<file path="src/inc/lacc_consts.svh">
`ifndef LACC_CONSTS_SVH
`define LACC_CONSTS_SVH

// operation-mode field codes
`define LACC_MODE_PD       3'h0
`define LACC_MODE_AMB      3'h5
`define LACC_MODE_IR       3'h6

// resolution select codes
`define LACC_RES_16        2'h0
`define LACC_RES_12        2'h1
`define LACC_RES_8         2'h2
`define LACC_RES_4         2'h3

// counter terminal values per resolution
`define LACC_MASK_16       16'hFFFF
`define LACC_MASK_12       16'h0FFF
`define LACC_MASK_8        16'h00FF
`define LACC_MASK_4        16'h000F

// result byte addresses as seen by the serial slave
`define LACC_ADDR_DATA_LO  8'h02
`define LACC_ADDR_DATA_HI  8'h03

// reset values
`define LACC_DATA_RST      16'h0000
`define LACC_RANGE_RST     2'h0
`define LACC_RES_RST       2'h0

`endif

</file>
<file path="src/inc/lacc_pkg.sv">
package lacc_pkg;

  // sequencer states
  typedef enum logic [1:0] {
    ST_PD  = 2'b00,
    ST_ARM = 2'b01,
    ST_INT = 2'b10
  } lacc_state_t;

endpackage

</file>
<file path="src/core/lacc_conv_ctrl.sv">
`timescale 1ns/1ps
`include "lacc_consts.svh"
module lacc_conv_ctrl
  import lacc_pkg::*;
(
  input  wire logic       core_clk,
  input  wire logic       rst,
  input  wire logic       osc_clk,
  input  wire logic       cb_pulse,
  input  wire logic       mode_wr,
  input  wire logic [2:0] mode_code,
  input  wire logic       one_shot_cmd,
  input  wire logic       one_shot_ir,
  input  wire logic       ext_cmd,
  input  wire logic       cfg_wr,
  input  wire logic       cfg_ext_timing,
  input  wire logic [1:0] cfg_range,
  input  wire logic [1:0] cfg_res,
  input  wire logic [7:0] rd_addr,
  output logic      [7:0] rd_data,
  output logic      [7:0] data_lo,
  output logic      [7:0] data_hi,
  output logic      [1:0] range_out,
  output logic            sense_ir,
  output logic            integrating,
  output logic            power_down,
  output logic            data_new
);

  // ---------------------------------------------------------------
  // input synchronisers
  // ---------------------------------------------------------------
  logic [2:0]  osc_sync_ff;
  logic [2:0]  cb_sync_ff;

  // stage 0 feeds only stage 1; edge seen between stages 1 and 2
  always_ff @(posedge core_clk) begin
    if (rst) begin
      osc_sync_ff <= 3'h0;
      cb_sync_ff  <= 3'h0;
    end else begin
      osc_sync_ff <= {osc_sync_ff[1:0], osc_clk};
      cb_sync_ff  <= {cb_sync_ff[1:0], cb_pulse};
    end
  end

  wire osc_rise = osc_sync_ff[1] & ~osc_sync_ff[2];
  wire cb_rise  = cb_sync_ff[1] & ~cb_sync_ff[2];

  // ---------------------------------------------------------------
  // configuration
  // ---------------------------------------------------------------
  logic        ext_ff;
  logic [1:0]  range_ff;
  logic [1:0]  res_ff;

  // range, resolution and timing select may change at any time
  always_ff @(posedge core_clk) begin
    if (rst) begin
      ext_ff   <= 1'b0;
      range_ff <= `LACC_RANGE_RST;
      res_ff   <= `LACC_RES_RST;
    end else if (cfg_wr) begin
      ext_ff   <= cfg_ext_timing;
      range_ff <= cfg_range;
      res_ff   <= cfg_res;
    end
  end

  // terminal count for the selected resolution
  wire [15:0] res_mask = (res_ff == `LACC_RES_4)  ? `LACC_MASK_4  :
                         (res_ff == `LACC_RES_8)  ? `LACC_MASK_8  :
                         (res_ff == `LACC_RES_12) ? `LACC_MASK_12 :
                                                    `LACC_MASK_16;

  // ---------------------------------------------------------------
  // command decode
  // ---------------------------------------------------------------
  wire code_pd   = (mode_code == `LACC_MODE_PD);
  wire code_amb  = (mode_code == `LACC_MODE_AMB);
  wire code_ir   = (mode_code == `LACC_MODE_IR);
  wire cmd_pd    = mode_wr & code_pd;
  wire cmd_cont  = mode_wr & (code_amb | code_ir);
  // reserved codes leave the sequencer and its counters alone
  wire mode_take = cmd_pd | cmd_cont;
  wire os_take   = one_shot_cmd & ~mode_take;
  wire cmd_start = cmd_cont | os_take;

  // ---------------------------------------------------------------
  // sequencer
  // ---------------------------------------------------------------
  lacc_state_t state_ff;
  lacc_state_t nxt_state;
  logic        cont_ff;
  logic        ir_ff;
  logic [15:0] per_cnt_ff;
  logic [15:0] light_cnt_ff;
  logic [15:0] data_ff;

  wire in_int    = (state_ff == ST_INT);
  wire end_int   = ~ext_ff & osc_rise & (per_cnt_ff == res_mask);
  wire end_ext   = ext_ff & ext_cmd;
  wire conv_done = in_int & (end_int | end_ext) & ~mode_take & ~one_shot_cmd;
  wire ext_open  = (state_ff == ST_ARM) & ext_cmd & ~mode_take & ~one_shot_cmd;
  wire clr_cnt   = mode_take | one_shot_cmd | conv_done | ext_open;
  wire [15:0] result_val = ext_ff ? per_cnt_ff : light_cnt_ff;

  // next state: host commands take priority over conversion end
  always_comb begin
    nxt_state = state_ff;
    if (cmd_pd) begin
      nxt_state = ST_PD;
    end else if (cmd_start) begin
      nxt_state = ext_ff ? ST_ARM : ST_INT;
    end else begin
      unique case (state_ff)
        ST_PD:   nxt_state = ST_PD;
        ST_ARM:  nxt_state = ext_cmd ? ST_INT : ST_ARM;
        ST_INT:  nxt_state = (conv_done & ~cont_ff) ? ST_PD : ST_INT;
        default: nxt_state = ST_PD;
      endcase
    end
  end

  // state and measurement kind
  always_ff @(posedge core_clk) begin
    if (rst) begin
      state_ff <= ST_PD;
      cont_ff  <= 1'b0;
      ir_ff    <= 1'b0;
    end else begin
      state_ff <= nxt_state;
      if (cmd_cont) begin
        cont_ff <= 1'b1;
        ir_ff   <= code_ir;
      end else if (os_take) begin
        cont_ff <= 1'b0;
        ir_ff   <= one_shot_ir;
      end
    end
  end

  // period counter: oscillator edges, saturating at full 16 bits
  always_ff @(posedge core_clk) begin
    if (rst || clr_cnt) begin
      per_cnt_ff <= 16'h0000;
    end else if (in_int && osc_rise && per_cnt_ff != 16'hFFFF) begin
      per_cnt_ff <= per_cnt_ff + 16'h0001;
    end
  end

  // light counter: charge-balance packets, saturating at n-bit full scale
  always_ff @(posedge core_clk) begin
    if (rst || clr_cnt) begin
      light_cnt_ff <= 16'h0000;
    end else if (in_int && cb_rise && light_cnt_ff != res_mask) begin
      light_cnt_ff <= light_cnt_ff + 16'h0001;
    end
  end

  // result: one 16-bit register, both bytes change in the same edge
  always_ff @(posedge core_clk) begin
    if (rst) begin
      data_ff  <= `LACC_DATA_RST;
      data_new <= 1'b0;
    end else begin
      data_new <= conv_done;
      if (conv_done) begin
        data_ff <= result_val;
      end
    end
  end

  // ---------------------------------------------------------------
  // outputs and result byte read
  // ---------------------------------------------------------------
  assign data_lo     = data_ff[7:0];
  assign data_hi     = data_ff[15:8];
  assign range_out   = range_ff;
  assign sense_ir    = ir_ff;
  assign integrating = in_int;
  assign power_down  = (state_ff == ST_PD);
  assign rd_data     = (rd_addr == `LACC_ADDR_DATA_LO) ? data_ff[7:0]  :
                       (rd_addr == `LACC_ADDR_DATA_HI) ? data_ff[15:8] :
                                                         8'h00;
endmodule // lacc_conv_ctrl

</file>
<file path="config.mk">
export PLATFORM = sky130hd
export DESIGN_NAME = lacc_conv_ctrl
export DESIGN_NICKNAME = d
export VERILOG_FILES = /design/src/inc/lacc_pkg.sv /design/src/core/lacc_conv_ctrl.sv
export VERILOG_INCLUDE_DIRS = /design/src /design/src/inc
export SDC_FILE = /design/constraint.sdc
export NUM_CORES = 1
export LEC_CHECK = 0
export ABC_AREA = 0
export BUFFER_PORTS_ARGS = -buffer_cell sky130_fd_sc_hd__buf_2
export CAP_MARGIN = 20
export CORE_ASPECT_RATIO = 1.1
export CORE_MARGIN = 2
export CORE_UTILIZATION = 50
export CTS_BUF_LIST = sky130_fd_sc_hd__clkbuf_8 sky130_fd_sc_hd__clkbuf_16
export CTS_CLUSTER_SIZE = 28
export DETAILED_ROUTE_END_ITERATION = 16
export PLACE_DENSITY = 0.73
export SLEW_MARGIN = 20
export SYNTH_ARGS = -nofsm -noshare
export SYNTH_HDL_FRONTEND = slang
export SYNTH_SLANG_ARGS = --single-unit
</file>
<file path="constraint.sdc">
create_clock -name core_clk -period 5.2 [get_ports core_clk]
set_input_delay 0.52 -clock core_clk [delete_from_list [all_inputs] [get_ports core_clk]]
set_output_delay 0.52 -clock core_clk [all_outputs]
set_load 0.02 [all_outputs]
</file>
==> key figures <==
Critical path
  • Crit. Startpoint: per_cnt_ff[0]
  • CP Class: flip-flop to flip-flop
  • CP Max Fanout: 17
  • Reg2reg end: data_ff[14]
  • Worst setup path endpoint: data_ff[14]
  • CP Capture Type: flip-flop
  • Worst setup SP type: flip-flop
  • Crit path max-delay cell type: a221o_1
  • R2R cell count: 6
  • Worst r2r src: per_cnt_ff[0]
  • Largest stage delay, worst path: 0.68 ns
  • WP data required: 5.43 ns
  • Critical Path AT: 2.80 ns
  • R2R Setup Slk: 2.63 ns
  • Crit-path cells: ha_1, nand3_1, nor4b_1, nand4_1, a221o_1, mux2_4

Place
  • DP Area: 3811 µm²
  • DP Cell Count: 515
  • Pre-CTS setup slack: 2.663 ns
  • I/O Buffers: 54
  • GPL Wtd Cong: 0.8678
  • HPWL Detailed: 5814 µm

Yosys
  • Post-synth top area cell: dfxtp_1
  • Avg Inst Size Synth: 8.828 µm²
  • Unique masters post-synth: 48
  • Post-Synthesis Cells: 398
  • Yosys warns: 0
  • Top-area cell type share of the netlist area: 36.47%
  • FF+latch count, synth: 64
  • Syn nets: 428
  • Synth Flop Type: dfxtp_1
  • Mux contribution to synthesized area: 16.13%
  • Post-synthesis cell area: 3513 µm²
  • Post-Synth XOR/XNOR Area: 4.238%
  • Seq/Total Area, Yosys: 36.47%
  • Most common cell in the synthesized netlist: dfxtp_1
  • Largest family of logic cells by synthesized area: simple AND/OR/NAND/NOR gates
  • Synth Area in Adders: 1.781%
  • Synth area leaders: dfxtp_1, mux2i_1, a211oi_1
  • Compound-Gate Fraction of Synth Area: 11.08%
  • Post-synth EDFFs: 0
  • Top post-synthesis cells by count: dfxtp_1, nor2_1, mux2i_1
  • Fraction of registers with async set/reset: 0%
  • Synth Area in Simple Gates: 26.35%

STA
  • Post-route minimum period: 2.573 ns
  • Final Skew: 0.01093 ns
  • Final count of hold timing violations: 0
  • Setup Viol. Count Final: 0
  • Unrepaired setup endpoints after global routing: no
  • Final Max Tran Viols: 0
  • Maximum clock frequency: 388.6 MHz
  • Final Hold Slack: 0.3925 ns
  • Tightest Pin Transition: 0.8669 ns
  • Final worst-path cycle share: 49.48%
  • Setup ws final: 2.627 ns
  • Setup_tns: 0 ns
  • Relative slew slack: 42.19%

Power
  • PD cells: 277.7 nW/µm²
  • Clock share of power: 49.9%
  • Maximum VDD drop: 0.0001428 V
  • Lkg Pwr: 1.523 nW
  • Combinational power share: 6.0%
  • Power after layout: 1.133 mW
  • P_int: 0.8905 mW
  • Net Sw Frac: 21.39%
  • Flop pwr share: 44.1%
  • Psw: 0.2424 mW

Clock tree
  • Clk_lat worst skew: 0.34 ns
  • Resized Gates After CTS: 0
  • Cts hold-fix bufs: 0
  • Clk buf depth: 2
  • Post-CTS Setup Inserts: 0
  • Worst-path clk slew: 0.07 ns
  • Sink Count: 64
  • TritonCTS clock tree: yes
  • H-tree Lvls: 3
  • Total CTS buffers: 9
  • Root Buffer: clkbuf_8

Global route
  • Vias in the first global route: 2956
  • GRT Residual Overflow: 0
  • Largest net degree at the start of global routing: 48
  • First-pass GRT wire length: 13670 µm
  • All-layer global routing usage: 21.99%
  • Initial antenna violation count: 0

Route
  • DR WL/cell: 15.25 µm
  • DRC viols: 0
  • DR vias: 3076
  • Pre-Repair DR Iteration Count: 4
  • Vias per inst: 5.793
  • DRT iter0 DRCs: 168
  • Total Routed Length: 8096 µm
  • Detail Route Antenna Nets: 0

Finish
  • Layout cell share with drive strength beyond 1: 22.42%
  • Post-route cell area: 4079 µm²
  • P&R area growth vs syn: 16.10%
  • ANT cells: 0
  • Final net count: 471
  • Final non-filler cell total: 531
  • Final core occ: 58.89%

Flow run
  • Max-cap violations: 0

Floorplanning
  • Initial Utilization: 50.72%
  • # rows: 32
  • Die extent in y: 91.92 µm
  • Core area: 6927 µm²
  • Boundary pin count: 55
  • Die area: 7714 µm²
  • Die X: 83.93 µm

Outcome
  • Status: finished, final reports clean

Worst hold path
  • Cell depth of the worst hold path: 2
  • Hold Crit Class: primary input to flip-flop
-- sequential cells by signal (all words and copies together), names as in the netlist --
signal        cells
ext_ff            1
data_ff          16
light_cnt_ff     16
res_ff            2
cb_sync_ff        3
sense_ir          1
data_new          1
range_out         2
osc_sync_ff       3
cont_ff           1
state_ff          2
per_cnt_ff       16
-- worst max-delay path: cells and delay by family (launching register included) --
family,cells,cell delay (ns)
simple gates,3,0.70
compound gates,1,0.68
flops,1,0.43
mux,1,0.41
fa+ha+maj,1,0.23
-- final cells by class --
type | count | area [µm²]
Fill cell | 630 | 2848
Multi-Input combinational cell | 301 | 2093
Sequential cell | 64 | 1281
Timing Repair Buffer | 59 | 307.8
Clock inverter | 7 | 143.9
Clock buffer | 9 | 123.9
Tap cell | 85 | 106.4
Inverter | 6 | 22.52
-- power groups by stage --
stage | sequential, mW | combinational, mW | clock, mW
5_1_grt | 0.501 | 0.0746 | 0.598
3_3_place_gp | 0.511 | 0.0668 | 0
4_1_cts | 0.500 | 0.0682 | 0.577
2_1_floorplan | 0.511 | 0.0474 | 0
6_report | 0.500 | 0.0679 | 0.565
3_5_place_dp | 0.511 | 0.0678 | 0
-- worst min path at each step --
stage | from | endpoint
after floorplan | cb_sync_ff[0] | cb_sync_ff[1]
after global placement | cb_sync_ff[0] | cb_sync_ff[1]
after detailed placement | cb_sync_ff[0] | cb_sync_ff[1]
after CTS | cb_pulse | cb_sync_ff[0]
after global routing | cb_pulse | cb_sync_ff[0]
final | cb_pulse | cb_sync_ff[0]
-- layer usage --
layer | global-route usage (%) | routed length (µm) | up-vias
met5 | 0 | 0 | -
met4 | 12.37 | 260 | 0
met3 | 4.680 | 519 | 21
met2 | 35.13 | 3716 | 97
met1 | 27.50 | 3599 | 1428
li1 | - | - | 1530
-- cell families after synthesis --
group           Yosys count
compound gates           58
xor+xnor                 17
fa+ha+maj                 5
buf+inv                  33
flops                    64
mux                      51
simple gates            170
-- layout by cell type (no fill, tap or decap), types with 2 or more instances in the layout --
cell type	instances
or2_2	3
o31ai_1	4
bufinv_16	4
or3b_2	2
nand2_1	23
mux2_2	9
nor3_1	21
nor3b_1	2
or3_1	12
buf_4	5
a211oi_1	22
nor2_1	38
a31oi_1	2
xor2_1	6
nand4_1	9
dfxtp_1	64
a2111oi_0	2
nor2b_1	23
mux2i_1	33
nor4_1	4
inv_1	6
ha_1	5
nand3_1	10
nand3b_1	4
a21oi_1	8
or4_1	6
o21ai_0	14
mux2_4	9
clkbuf_8	9
and4_1	2
xnor2_1	11
clkinvlp_4	2
nor4b_1	4
buf_2	54
Power figures use the tool's default switching activity.
